==> config.mk <==
export PLATFORM = sky130hd
export DESIGN_NAME = mdc_controller
export DESIGN_NICKNAME = d
export VERILOG_FILES = /design/src/mdc_unused.v /design/src/mdc_controller.v
export VERILOG_INCLUDE_DIRS = /design/src
export SDC_FILE = /design/constraint.sdc
export NUM_CORES = 2
export LEC_CHECK = 0
export ABC_CLOCK_PERIOD_IN_PS = 31700
export BUFFER_PORTS_ARGS = -buffer_cell sky130_fd_sc_hd__buf_2
export CORE_AREA = 2 2 365 367
export DETAILED_ROUTE_END_ITERATION = 12
export DIE_AREA = 0 0 367 369
export PLACE_DENSITY = 0.64
export SETUP_SLACK_MARGIN = 0.1
export SYNTH_ARGS = -nofsm -noshare
export SYNTH_HDL_FRONTEND = slang
export SYNTH_SLANG_ARGS = --single-unit
==> constraint.sdc <==
create_clock -name i_clk -period 31.7 [get_ports i_clk]
set_input_delay 4.755 -clock i_clk [delete_from_list [all_inputs] [get_ports i_clk]]
set_output_delay 4.755 -clock i_clk [all_outputs]
set_load 0.01 [all_outputs]
==> src/mdc_consts.vh <==
// Constants for the eight-channel transfer controller.
// Assumes inclusion by bare name from the design file.
`ifndef MDC_CONSTS_VH
`define MDC_CONSTS_VH

// Controller state codes
`define MDC_ST_IDLE   2'h0
`define MDC_ST_READ   2'h1
`define MDC_ST_WRITE  2'h2

// Transfer width codes, byte step is 1 << code
`define MDC_SZ_BYTE   2'h0
`define MDC_SZ_HALF   2'h1
`define MDC_SZ_WORD   2'h2

// Transfer direction codes
`define MDC_DIR_M2M   2'h0
`define MDC_DIR_P2M   2'h1
`define MDC_DIR_M2P   2'h2

// Field widths per channel
`define MDC_PRIO_W    2
`define MDC_BURST_W   3
`define MDC_ADDR_W    32
`define MDC_DATA_W    32

// Reset values, count steps and the half-flag threshold
`define MDC_ZERO_ADDR 32'h0000_0000
`define MDC_ZERO_CNT  17'h0_0000
`define MDC_ONE_CNT   17'h0_0001
`define MDC_TWO_CNT   17'h0_0002
`define MDC_ONE_BEAT  3'h1

`endif

==> src/mdc_unused.v <==
`timescale 1ns/10ps

==> src/mdc_controller.v <==
// Eight-channel memory transfer controller with priority arbiter and bus master.
// Assumes configuration ports are held stable while a channel is enabled,
// and a single-outstanding bus slave answering with i_bus_ack (one-cycle pulse).
// What this block does
// - Eight independently configured channels per instance
// - Built-in arbiter picks next granted channel
// - Two-bit priority per channel, four levels
// - Equal priority: lowest channel number wins
// - Memory/peripheral directions: M2M, P2M, M2P
// - Hardware request or software trigger, selectable
// - Several peripherals may share one channel
// - Separate source/destination widths: byte, half, word
// - Circular mode restarts sequence automatically
// - Half, complete and error flags kept
// - Global flag is OR of three
// - Item count programmable up to 65536
// - Burst length of one to eight items
// - Whole transfer runs without processor help
// - Master reaches every system bus slave
`timescale 1ns/10ps
`include "mdc_consts.vh"

module mdc_controller #(
    parameter NCH      = 8,
    parameter NREQ     = 2,                   // Peripherals sharing each channel
    parameter CNT_W    = 17                   // Holds 65536
) (
    input  wire                     i_clk,
    input  wire                     i_sys_rst,
    input  wire [NCH-1:0]           i_ch_enable,
    input  wire [NCH-1:0]           i_ch_sw_mode,
    input  wire [NCH-1:0]           i_ch_sw_trig,
    input  wire [NCH-1:0]           i_ch_circular,
    input  wire [NCH*2-1:0]         i_ch_dir,
    input  wire [NCH*2-1:0]         i_channel_priority_level,
    input  wire [NCH*2-1:0]         i_ch_src_size,
    input  wire [NCH*2-1:0]         i_ch_dst_size,
    input  wire [NCH*3-1:0]         i_ch_burst,
    input  wire [NCH*CNT_W-1:0]     i_ch_count,
    input  wire [NCH*32-1:0]        i_ch_src_addr,
    input  wire [NCH*32-1:0]        i_ch_dst_addr,
    input  wire [NCH-1:0]           i_flag_clear,
    input  wire [NCH*NREQ-1:0]      i_periph_req,
    input  wire                     i_bus_ack,
    input  wire                     i_bus_err,
    input  wire [31:0]              i_bus_rdata,
    output reg                      o_bus_req,
    output reg                      o_bus_write,
    output reg  [31:0]              o_bus_addr,
    output reg  [31:0]              o_bus_wdata,
    output reg  [1:0]               o_bus_size,
    output reg  [NCH-1:0]           o_periph_ack,
    output reg  [NCH-1:0]           o_ch_active,
    output reg  [NCH-1:0]           o_ch_half,
    output reg  [NCH-1:0]           o_ch_done,
    output reg  [NCH-1:0]           o_ch_error,
    output reg  [NCH-1:0]           o_ch_global
);

    // Per-channel running state, then the shared engine state, active channel and beat count
    reg  [CNT_W-1:0]    rem      [0:NCH-1];
    reg  [31:0]         cur_src  [0:NCH-1];
    reg  [31:0]         cur_dst  [0:NCH-1];
    reg  [NCH-1:0]      sw_go;
    reg  [NCH-1:0]      enable_q;
    reg  [1:0]          state;
    reg  [2:0]          act;
    reg  [2:0]          beats;

    // Combinational arbiter outputs
    reg  [NCH-1:0]      hw_req;
    reg  [NCH-1:0]      eligible;
    reg                 found;
    reg  [2:0]          winner;
    reg  [1:0]          best_prio;
    integer             k;
    integer             r;
    // One loop index per process keeps every variable single-driven
    integer             km;
    integer             ke;
    integer             ks;

    // Shared peripheral requests merge per channel
    always @* begin
        hw_req = {NCH{1'b0}};
        for (km = 0; km < NCH; km = km + 1) begin
            for (r = 0; r < NREQ; r = r + 1) begin
                hw_req[km] = hw_req[km] | i_periph_req[km*NREQ+r];
            end
        end
    end

    // Eligibility: trigger source picked by software
    always @* begin
        eligible = {NCH{1'b0}};
        for (ke = 0; ke < NCH; ke = ke + 1) begin
            eligible[ke] = o_ch_active[ke] & i_ch_enable[ke] &
                           (i_ch_sw_mode[ke] ? sw_go[ke] : hw_req[ke]);
        end
    end

    // Scan high to low with >= so the lowest index wins a tie
    always @* begin
        found     = 1'b0;
        winner    = 3'h0;
        best_prio = 2'h0;
        for (ks = NCH - 1; ks >= 0; ks = ks - 1) begin
            if (eligible[ks] && (!found || i_channel_priority_level[ks*2 +: 2] >= best_prio)) begin
                found     = 1'b1;
                winner    = ks[2:0];
                best_prio = i_channel_priority_level[ks*2 +: 2];
            end
        end
    end

    // Values of the active channel
    wire [1:0]          a_dir    = i_ch_dir[act*2 +: 2];
    wire [1:0]          a_ssz    = i_ch_src_size[act*2 +: 2];
    wire [1:0]          a_dsz    = i_ch_dst_size[act*2 +: 2];
    wire [CNT_W-1:0]    a_cnt    = i_ch_count[act*CNT_W +: CNT_W];
    wire [CNT_W-1:0]    a_rem    = rem[act];
    wire [CNT_W-1:0]    a_left   = a_rem - `MDC_ONE_CNT;
    wire [2:0]          a_blen   = i_ch_burst[act*3 +: 3];
    wire [2:0]          beats_nx = beats + `MDC_ONE_BEAT;
    // Peripheral side keeps a fixed address, memory side steps by its width
    wire                src_inc  = (a_dir != `MDC_DIR_P2M);
    wire                dst_inc  = (a_dir != `MDC_DIR_M2P);
    wire [31:0]         src_step = src_inc ? (32'h0000_0001 << a_ssz) : `MDC_ZERO_ADDR;
    wire [31:0]         dst_step = dst_inc ? (32'h0000_0001 << a_dsz) : `MDC_ZERO_ADDR;
    // Narrow source items are zero-extended; word items pass whole, the destination bus size marks the lanes
    wire [31:0]         rd_item  = (a_ssz == `MDC_SZ_BYTE) ? {24'h00_0000, i_bus_rdata[7:0]} :
                                   (a_ssz == `MDC_SZ_HALF) ? {16'h0000, i_bus_rdata[15:0]} : i_bus_rdata;

    // Global flag source: OR of the three sticky event flags
    reg  [NCH-1:0]      next_global;
    always @* begin
        next_global = o_ch_half | o_ch_done | o_ch_error;
    end

    // Channel engine; the address alignment is left to software
    always @(posedge i_clk) begin
        if (i_sys_rst) begin
            state        <= `MDC_ST_IDLE;
            act          <= 3'h0;
            beats        <= 3'h0;
            sw_go        <= {NCH{1'b0}};
            enable_q     <= {NCH{1'b0}};
            o_bus_req    <= 1'b0;
            o_bus_write  <= 1'b0;
            o_bus_addr   <= `MDC_ZERO_ADDR;
            o_bus_wdata  <= `MDC_ZERO_ADDR;
            o_bus_size   <= `MDC_SZ_BYTE;
            o_periph_ack <= {NCH{1'b0}};
            o_ch_active  <= {NCH{1'b0}};
            o_ch_half    <= {NCH{1'b0}};
            o_ch_done    <= {NCH{1'b0}};
            o_ch_error   <= {NCH{1'b0}};
            o_ch_global  <= {NCH{1'b0}};
            for (k = 0; k < NCH; k = k + 1) begin
                rem[k]     <= `MDC_ZERO_CNT;
                cur_src[k] <= `MDC_ZERO_ADDR;
                cur_dst[k] <= `MDC_ZERO_ADDR;
            end
        end else begin
            enable_q     <= i_ch_enable;
            o_periph_ack <= {NCH{1'b0}};
            // Clears come first so a same-cycle set below wins
            o_ch_half    <= o_ch_half  & ~i_flag_clear;
            o_ch_done    <= o_ch_done  & ~i_flag_clear;
            o_ch_error   <= o_ch_error & ~i_flag_clear;
            for (k = 0; k < NCH; k = k + 1) begin
                if (i_ch_sw_trig[k]) begin
                    sw_go[k] <= 1'b1;
                end
                // Enable edge loads count and start addresses; zero count never starts
                if (i_ch_enable[k] && !enable_q[k]) begin
                    rem[k]         <= i_ch_count[k*CNT_W +: CNT_W];
                    cur_src[k]     <= i_ch_src_addr[k*32 +: 32];
                    cur_dst[k]     <= i_ch_dst_addr[k*32 +: 32];
                    o_ch_active[k] <= (i_ch_count[k*CNT_W +: CNT_W] != `MDC_ZERO_CNT);
                end else if (!i_ch_enable[k] && !(state != `MDC_ST_IDLE && act == k[2:0])) begin
                    o_ch_active[k] <= 1'b0;
                    sw_go[k]       <= 1'b0;
                end
            end
            case (state)
                `MDC_ST_IDLE: begin
                    o_bus_req <= 1'b0;
                    if (found) begin
                        act         <= winner;
                        beats       <= 3'h0;
                        state       <= `MDC_ST_READ;
                        o_bus_req   <= 1'b1;
                        o_bus_write <= 1'b0;
                        o_bus_addr  <= cur_src[winner];
                        o_bus_size  <= i_ch_src_size[winner*2 +: 2];
                    end
                end
                `MDC_ST_READ: begin
                    if (i_bus_ack) begin
                        if (i_bus_err) begin
                            o_ch_error[act]  <= 1'b1;
                            o_ch_active[act] <= 1'b0;
                            sw_go[act]       <= 1'b0;
                            o_bus_req        <= 1'b0;
                            state            <= `MDC_ST_IDLE;
                        end else begin
                            o_bus_write <= 1'b1;
                            o_bus_addr  <= cur_dst[act];
                            o_bus_wdata <= rd_item;
                            o_bus_size  <= a_dsz;
                            state       <= `MDC_ST_WRITE;
                        end
                    end
                end
                `MDC_ST_WRITE: begin
                    if (i_bus_ack) begin
                        o_bus_req <= 1'b0;
                        if (i_bus_err) begin
                            o_ch_error[act]  <= 1'b1;
                            o_ch_active[act] <= 1'b0;
                            sw_go[act]       <= 1'b0;
                            state            <= `MDC_ST_IDLE;
                        end else begin
                            rem[act]     <= a_left;
                            cur_src[act] <= cur_src[act] + src_step;
                            cur_dst[act] <= cur_dst[act] + dst_step;
                            if (a_cnt >= `MDC_TWO_CNT && a_left == (a_cnt >> 1)) begin
                                o_ch_half[act] <= 1'b1;
                            end
                            if (a_left == `MDC_ZERO_CNT) begin
                                o_ch_done[act] <= 1'b1;
                                o_periph_ack[act] <= ~i_ch_sw_mode[act];
                                state <= `MDC_ST_IDLE;
                                if (i_ch_circular[act]) begin
                                    rem[act]     <= a_cnt;
                                    cur_src[act] <= i_ch_src_addr[act*32 +: 32];
                                    cur_dst[act] <= i_ch_dst_addr[act*32 +: 32];
                                end else begin
                                    o_ch_active[act] <= 1'b0;
                                    sw_go[act]       <= 1'b0;
                                end
                            end else if (beats == a_blen) begin
                                // Compare the count itself: the next-beat value wraps at eight
                                // Burst ends: release bus for re-arbitration
                                o_periph_ack[act] <= ~i_ch_sw_mode[act];
                                state <= `MDC_ST_IDLE;
                            end else begin
                                // Next item of the burst, no processor step needed
                                beats       <= beats_nx;
                                o_bus_req   <= 1'b1;
                                o_bus_write <= 1'b0;
                                o_bus_addr  <= cur_src[act] + src_step;
                                o_bus_size  <= a_ssz;
                                state       <= `MDC_ST_READ;
                            end
                        end
                    end
                end
                default: begin
                    state     <= `MDC_ST_IDLE;
                    o_bus_req <= 1'b0;
                end
            endcase
            // Global flag trails the event flags by one cycle
            o_ch_global <= next_global;
        end
    end

endmodule

======== Word-level counts from Yosys, hierarchy flattened ========
Memories as Yosys holds them, arrays and structs flattened. A register that Yosys moved wholly into a read port is not among the register bits.
Cells that the tools add are included.
word-level totals
  memories ................................ 3
  word-level logic and storage cells ...... 470
  output and inout bits ................... 116
  bits in read-only memories .............. 0
  bits in latches ......................... 0
  bits in registers ....................... 140
  input bits .............................. 828
  memory bits (writable) .................. 648
memory list
  memory   words  bits a word  read ports  clocked after memory_dff  write ports  line                 text
  cur_dst  8      32           1           1                         9            mdc_controller.v:63  reg [31:0] cur_dst [0:NCH-1];
  cur_src  8      32           2           1                         9            mdc_controller.v:62  reg [31:0] cur_src [0:NCH-1];
  rem      8      17           1           1                         9            mdc_controller.v:61  reg [CNT_W-1:0] rem [0:NCH-1];
cells by class
  multiplexer cells ....................... 241
  reduce and logical (&&, ||, !) cells .... 94
  shifts and indexed selects .............. 10
  equal/unequal tests ..................... 22
  divide/modulo/power cells ............... 0
  add/subtract/negate cells ............... 4
  $mul .................................... 2
  bitwise gates (word level) .............. 68
  magnitude comparators ................... 10
operators by type and width
  operator                                                                 number
  32-bit 2-to-1 mux                                                        29
  256-bit by 9-bit variable part select with 32-bit output                 2
  8-bit 2-to-1 mux                                                         25
  17-bit 2-to-1 mux                                                        9
  17-bit nonzero test                                                      8
  136-bit by 9-bit variable part select with 17-bit output                 1
  1-bit 2-to-1 mux                                                         130
  32-bit case mux with 3 select lines                                      1
  32-bit adder                                                             2
  16-bit by 5-bit variable part select with 2-bit output                   4
  1-bit by 2-bit left shift with 32-bit output (first input constant)      2
  3-bit 2-to-1 mux                                                         19
  8-bit bitwise AND                                                        6
  8-bit OR                                                                 5
  2-bit 2-to-1 mux                                                         18
  1-bit OR                                                                 35
  1-bit logical AND                                                        33
  8-bit case mux with 2 select lines                                       2
  1-bit logical NOT                                                        31
  24-bit by 6-bit variable part select with 3-bit output                   1
  2-bit != test (second input constant)                                    9
  17-bit by 16-bit == test with 1-bit output                               1
  17-bit by 2-bit >= comparator with 1-bit output (second input constant)  1
  17-bit logical NOT                                                       1
  33 further kinds                                                         76

======== Longest topological paths before layout ========
  depth after elaboration ................. 35
  depth in mapped cells ................... 50
  gate-level depth less buffers ........... 48

======== Worst setup path before layout ========
OpenSTA, ideal clock, no wires.
  kind .................................... input to register
  from .................................... input port i_ch_sw_mode[7]
  to ...................................... register o_bus_size[0]
  setup slack ............................. 17.786 ns
  buffers on the path ..................... 1
  required time ........................... 31.566 ns
  cell stages on the path ................. 47
  data arrival time ....................... 13.780 ns
  library setup time ...................... 0.134 ns
  cells stage by stage .................... nor2b_1 > nor3_2 > and2_1 > ha_1 > nand2b_1 > a21oi_1 > a21oi_1 > a22o_1 > ha_1 > nand2b_1 > a21oi_1 > o21ai_0 > nand2_1 > mux2_2 > ha_1 > nand2b_1 > a21oi_1 > o31a_1 > (+11 left out) > o21ai_0 > o31a_1 > nand2_1 > o21ai_0 > ha_1 > nand2b_1 > a221o_1 > nand2_1 > mux2_2 > ha_1 > nand2b_1 > a21oi_1 > or2_2 > o21a_1 > buf_2 > mux4_2 > a211oi_1 > a211oi_1
on the way
  longest elaborated chain between the ends .. 34
  elaborated cells on any way between the ends .. 58
  classes of those cells .................. order compare: 7; eq/ne: 1; shift: 1; mux: 26; bitwise: 1; reduce/logical: 22
RTL lines
  item                                                      line                  text
  from (decl)                                               mdc_controller.v:31   input wire [NCH-1:0] i_ch_sw_mode,
  1-bit 2-to-1 mux *                                        mdc_controller.v:98   (i_ch_sw_mode[ke] ? sw_go[ke] : hw_req[ke]);
  1-bit bitwise AND *                                       mdc_controller.v:97   eligible[ke] = o_ch_active[ke] & i_ch_enable[ke] &
  2-bit 2-to-1 mux or 1-bit 2-to-1 mux (tied branches)      mdc_controller.v:108  if (eligible[ks] && (!found || i_channel_priority_level[ks*2 +: 2] >= best_prio)) begin
  2-bit >= comparator or 1-bit logical NOT (tied branches)  mdc_controller.v:108
  1-bit logical OR                                          mdc_controller.v:108
  1-bit logical AND                                         mdc_controller.v:108
  2-bit 2-to-1 mux or 1-bit 2-to-1 mux (tied branches)      mdc_controller.v:108
  2-bit >= comparator or 1-bit logical NOT (tied branches)  mdc_controller.v:108
  (+18 left out)                                            -
  2-bit 2-to-1 mux or 1-bit 2-to-1 mux (tied branches)      mdc_controller.v:108
  2-bit >= comparator or 1-bit logical NOT (tied branches)  mdc_controller.v:108
  1-bit logical OR                                          mdc_controller.v:108
  1-bit logical AND                                         mdc_controller.v:108
  3-bit 2-to-1 mux                                          mdc_controller.v:108
  16-bit by 5-bit variable part select with 2-bit output    mdc_controller.v:196  o_bus_size <= i_ch_src_size[winner*2 +: 2];
  2-bit 2-to-1 mux                                          mdc_controller.v:189  if (found) begin
  2-bit case mux with 3 select lines                        mdc_controller.v:186  case (state)
  to (signal assigned)                                      mdc_controller.v:152  o_bus_size <= `MDC_SZ_BYTE;
  to (signal assigned)                                      mdc_controller.v:196
  to (signal assigned)                                      mdc_controller.v:211  o_bus_size <= a_dsz;
  to (decl)                                                 mdc_controller.v:51   output reg [1:0] o_bus_size,
Every way passes the cells marked *; elsewhere a longest branch is shown, timed or not. The select of a mux whose other input is x is not followed.
A chain may end at the register's enable or synchronous reset.

======== Final worst setup path ========
  from .................................... input port i_ch_sw_mode[7]
  to ...................................... register o_bus_addr[9]
on the way
  longest elaborated chain between the ends .. 34
  elaborated cells on any way between the ends .. 58
  classes of those cells .................. order compare: 7; eq/ne: 1; mux: 26; bitwise: 1; reduce/logical: 22; memory: 1
RTL lines
  item                                                      line                  text
  1-bit 2-to-1 mux *                                        mdc_controller.v:98
  1-bit bitwise AND *                                       mdc_controller.v:97
  2-bit 2-to-1 mux or 1-bit 2-to-1 mux (tied branches)      mdc_controller.v:108
  2-bit >= comparator or 1-bit logical NOT (tied branches)  mdc_controller.v:108
  1-bit logical OR                                          mdc_controller.v:108
  1-bit logical AND                                         mdc_controller.v:108
  2-bit 2-to-1 mux or 1-bit 2-to-1 mux (tied branches)      mdc_controller.v:108
  2-bit >= comparator or 1-bit logical NOT (tied branches)  mdc_controller.v:108
  (+18 left out)                                            -
  2-bit 2-to-1 mux or 1-bit 2-to-1 mux (tied branches)      mdc_controller.v:108
  2-bit >= comparator or 1-bit logical NOT (tied branches)  mdc_controller.v:108
  1-bit logical OR                                          mdc_controller.v:108
  1-bit logical AND                                         mdc_controller.v:108
  3-bit 2-to-1 mux                                          mdc_controller.v:108
  memory 8 x 32 bit                                         -
  32-bit 2-to-1 mux                                         mdc_controller.v:189
  32-bit case mux with 3 select lines                       mdc_controller.v:186
  to (signal assigned)                                      mdc_controller.v:150  o_bus_addr <= `MDC_ZERO_ADDR;
  to (signal assigned)                                      mdc_controller.v:195  o_bus_addr <= cur_src[winner];
  to (signal assigned)                                      mdc_controller.v:209  o_bus_addr <= cur_dst[act];
  to (decl)                                                 mdc_controller.v:49   output reg [31:0] o_bus_addr,
Marks and branches as above.

==> results_dict.tcl <==
set metrics [dict create \
    number_of_global_route_vias_before_repair 43010 \
    drt.antenna.violating_nets 0 \
    grt_first_pass_wirelength_um 335000 \
    placer_s_final_routability_congestion_estimate 0.943 \
    ctsRootBufferMaster "sky130_fd_sc_hd__clkbuf_16" \
    io-pin-count 944 \
    max_cap_viol_count 0 \
    placeableCoreArea_um2 131000 \
    path_max_fanout 66 \
    tns_ns 0 \
    timing.final.hold_violations 0 \
    period_needed_ns 16.09 \
    synthDistinctLibCells 99 \
    avgViaCountPerCell 6.81 \
    critPathCaptureType "register" \
    run_status "finished, final reports clean" \
    detailedRoute.firstIterationViolations 6601 \
    totalPowerFinal_uw 3250 \
    reg2reg_slack_ns 19.53 \
    postRouteWirelength_um 247000 \
    cts.htree.levels 3 \
    timing.hold.ws_ns 0.449 \
    cts-resized-gates 0 \
    route.vias.total 44545 \
    worst-slew-pin-transition_ns 1.39 \
    post_synth_most_frequent_cells "sky130_fd_sc_hd__edfxtp_1, sky130_fd_sc_hd__a22o_1, sky130_fd_sc_hd__mux4_2" \
    timing.hold.worst.start "o_bus_wdata[26]" \
    cts_sinks 791 \
    reg2reg_depth 48 \
    groute.usage.overall_pct 35.1 \
    mapped_cells 3841 \
    row_count 133 \
    number_of_standard_cells_in_the_layout_taps_in_and_fillers_out 6540 \
    drc 0 \
    seq_area_frac_synth_pct 46.0 \
    async_set_or_reset_flop_fraction_in_the_synthesized_netlist_pct 0 \
    dp.final_hpwl_um 170000 \
    arrival_ns 16.74 \
    slowest_stage "sky130_fd_sc_hd__nand2_1" \
    power.leakage_uw 0.0214 \
    clk_path_buf_depth 3 \
    synth_largest_type_area_fraction_pct 40.1 \
    post_route_cells_drive_above_1_share_pct 36.5 \
    synth-edff-count 648 \
    fin_max_slew_vios 0 \
    post-cts-setup-buffers 0 \
    drtPass1Iterations 6 \
    reg_clk_slew_reported_paths_ns 0.06 \
    fin_crit_sh_pct 50.8 \
    startpoint_type "input pin" \
    hold_path.class "reg2reg" \
    crit_required_ns 32.35 \
    insertion_delay_ns 0.75 \
    finClkSkew_ns 0.0510 \
    max_clk_rate_ghz 0.0622 \
    slew_headroom_pct 4.42 \
    destination_of_the_worst_register_to_register_timing_path "o_bus_addr[9]" \
    grt_antenna_before_repair 97 \
    drt-wirelength-per-cell_um 37.7 \
    pwr_density_cell_nw_per_um2 55.9 \
    cts_buffers 91 \
    timing.critical_path.slowest_cell_delay_ns 0.85 \
    finalSetupViolations 0 \
    final_util_pct 44.3 \
    cts_tree "built" \
    critical_path_class "in2reg" \
    synth.top_cells.by_area "sky130_fd_sc_hd__edfxtp_1, sky130_fd_sc_hd__mux4_2, sky130_fd_sc_hd__a22o_1, sky130_fd_sc_hd__dfxtp_1, sky130_fd_sc_hd__mux2i_1" \
    ir_worst_vdd_mv 0.0505 \
    grt_setup_unrepaired "false" \
    count_of_state_elements_after_synthesis 791 \
    synth_ff_type "sky130_fd_sc_hd__edfxtp_1" \
    grt_overflow_total 0 \
    initial_utilization_pct 37.0 \
    synthMostInstantiatedCell "sky130_fd_sc_hd__edfxtp_1" \
    hold_depth 2 \
    post-place-cells 6320 \
    synth_fp_nets 4700 \
    die-height_um 369 \
    die_area_um2 135000 \
    holdPathEnd "o_bus_wdata[26]" \
    die_width_um 367 \
    worstReg2RegStart "o_ch_active[7]" \
    yosys_warnings 0 \
    yosysTopAreaCell "sky130_fd_sc_hd__edfxtp_1" \
    syn_avg_cell_area_um2 12.6 \
    area_delta_synth_final_pct 19.7 \
    grt_max_degree 74 \
    port_buffers 943 \
    postCtsHoldBufs 0 \
    layout.nets 5517 \
    netlist_area_um2 48500 \
]
metal layers:
metal | track usage, % | vias to the layer above | share of wire [%] | wire (um)
met5 | 0 | - | 0.24 | 590
met4 | 19.4 | 80 | 5.9 | 14700
met3 | 15.0 | 926 | 16 | 38800
met2 | 52.4 | 4232 | 44 | 108000
met1 | 42.6 | 21952 | 34 | 85000
li1 | - | 17355 | - | -
critical path: cells and delay by family:
family | cells | cell delay [ns]
adders and majority gates | 7 | 1.75
AOI/OAI and AO/OA | 19 | 4.14
and+or+nand+nor | 16 | 3.60
muxes | 4 | 1.45
buffers and inverters | 3 | 0.98
final cells by class:
| cell class | count | area, um^2 |
|---|---|---|
| diodes | 51 | 128 |
| clock buffers | 114 | 2410 |
| clock inverters | 55 | 586 |
| fillers | 12254 | 73000 |
| inverters | 43 | 161 |
| multi-input cells | 2680 | 24700 |
| flip-flops and latches | 791 | 22300 |
| well taps | 1755 | 2200 |
| repair buffers | 1051 | 5550 |
power breakdown:
| group | internal [uW] | switching, uW |
|---|---|---|
| clock network | 618 | 472 |
| logic | 310 | 564 |
| registers | 1220 | 63.0 |
| total | 2150 | 1100 |
state kept, by name, summed over array words and instances (netlist names), named ones only:
register	count
act	3
beats	3
cur_dst	256
cur_src	256
enable_q	8
o_bus_addr	32
o_bus_req	1
o_bus_size	2
o_bus_wdata	32
o_bus_write	1
o_ch_active	8
o_ch_done	8
o_ch_error	8
o_ch_global	8
o_ch_half	8
o_periph_ack	8
rem	136
state	2
sw_go	8
kinds of logic (layout without fill, tap and decap cells):
kind of cell / count (synthesis) / after routing / share of synthesized area (%)
AOI/OAI and AO/OA: 1118 / 1118 / 18.0
and+or+nand+nor: 850 / 850 / 8.46
DFF: 791 / 791 / 46.0
muxes: 596 / 596 / 21.6
buffers and inverters: 370 / 1263 / 3.56
xor gates and xnor gates: 85 / 85 / 1.55
adders and majority gates: 31 / 31 / 0.830
other: 0 / 51 / 0
worst max-delay path by stage:
stage	from	end	slack (ns)
finish	i_ch_sw_mode[7]	o_bus_addr[9]	15.61
detailed placement	i_ch_sw_mode[7]	o_bus_addr[9]	14.87
global placement	i_ch_sw_mode[7]	o_bus_addr[11]	14.98
floorplan	i_ch_sw_mode[7]	o_bus_size[0]	17.79
global route	i_ch_sw_mode[7]	o_bus_addr[11]	14.93
CTS	i_ch_sw_mode[7]	o_bus_addr[9]	15.61
placed cells by master, fill, tap and decap left out, drive strengths merged, types with 9 or more instances in the layout:
| cell | Yosys | layout |
|---|---|---|
| mux2i | 204 | 204 |
| xnor2 | 39 | 39 |
| mux2 | 44 | 44 |
| clkbuf | 196 | 114 |
| xor2 | 46 | 46 |
| bufinv | 0 | 9 |
| nand4 | 38 | 38 |
| edfxtp | 648 | 648 |
| nand3 | 85 | 85 |
| o31ai | 10 | 10 |
| a211oi | 38 | 38 |
| nor2 | 147 | 147 |
| a221oi | 12 | 12 |
| and3 | 11 | 11 |
| a31oi | 15 | 15 |
| nand2 | 340 | 340 |
| nand2b | 23 | 23 |
| nor3 | 47 | 47 |
| a21oi | 144 | 144 |
| o21ai | 174 | 174 |
| nor4 | 42 | 42 |
| inv | 42 | 48 |
| mux4 | 348 | 348 |
| a22oi | 20 | 20 |
| nor2b | 44 | 44 |
| or3 | 14 | 14 |
| ha | 29 | 29 |
| buf | 131 | 1051 |
| a311oi | 10 | 10 |
| dfxtp | 143 | 143 |
| o22ai | 25 | 25 |
| diode | 0 | 51 |
| a22o | 589 | 589 |
| clkinv | 1 | 33 |
per-stage QoR:
step                cell area, um^2  setup WS, ns
floorplan                     48500         17.79
global placement              55000         14.98
detailed placement            55000         14.87
CTS                           58000         15.61
global route                  58100         14.93
finish                        58100         15.61
(Power assumes the default switching activity.)
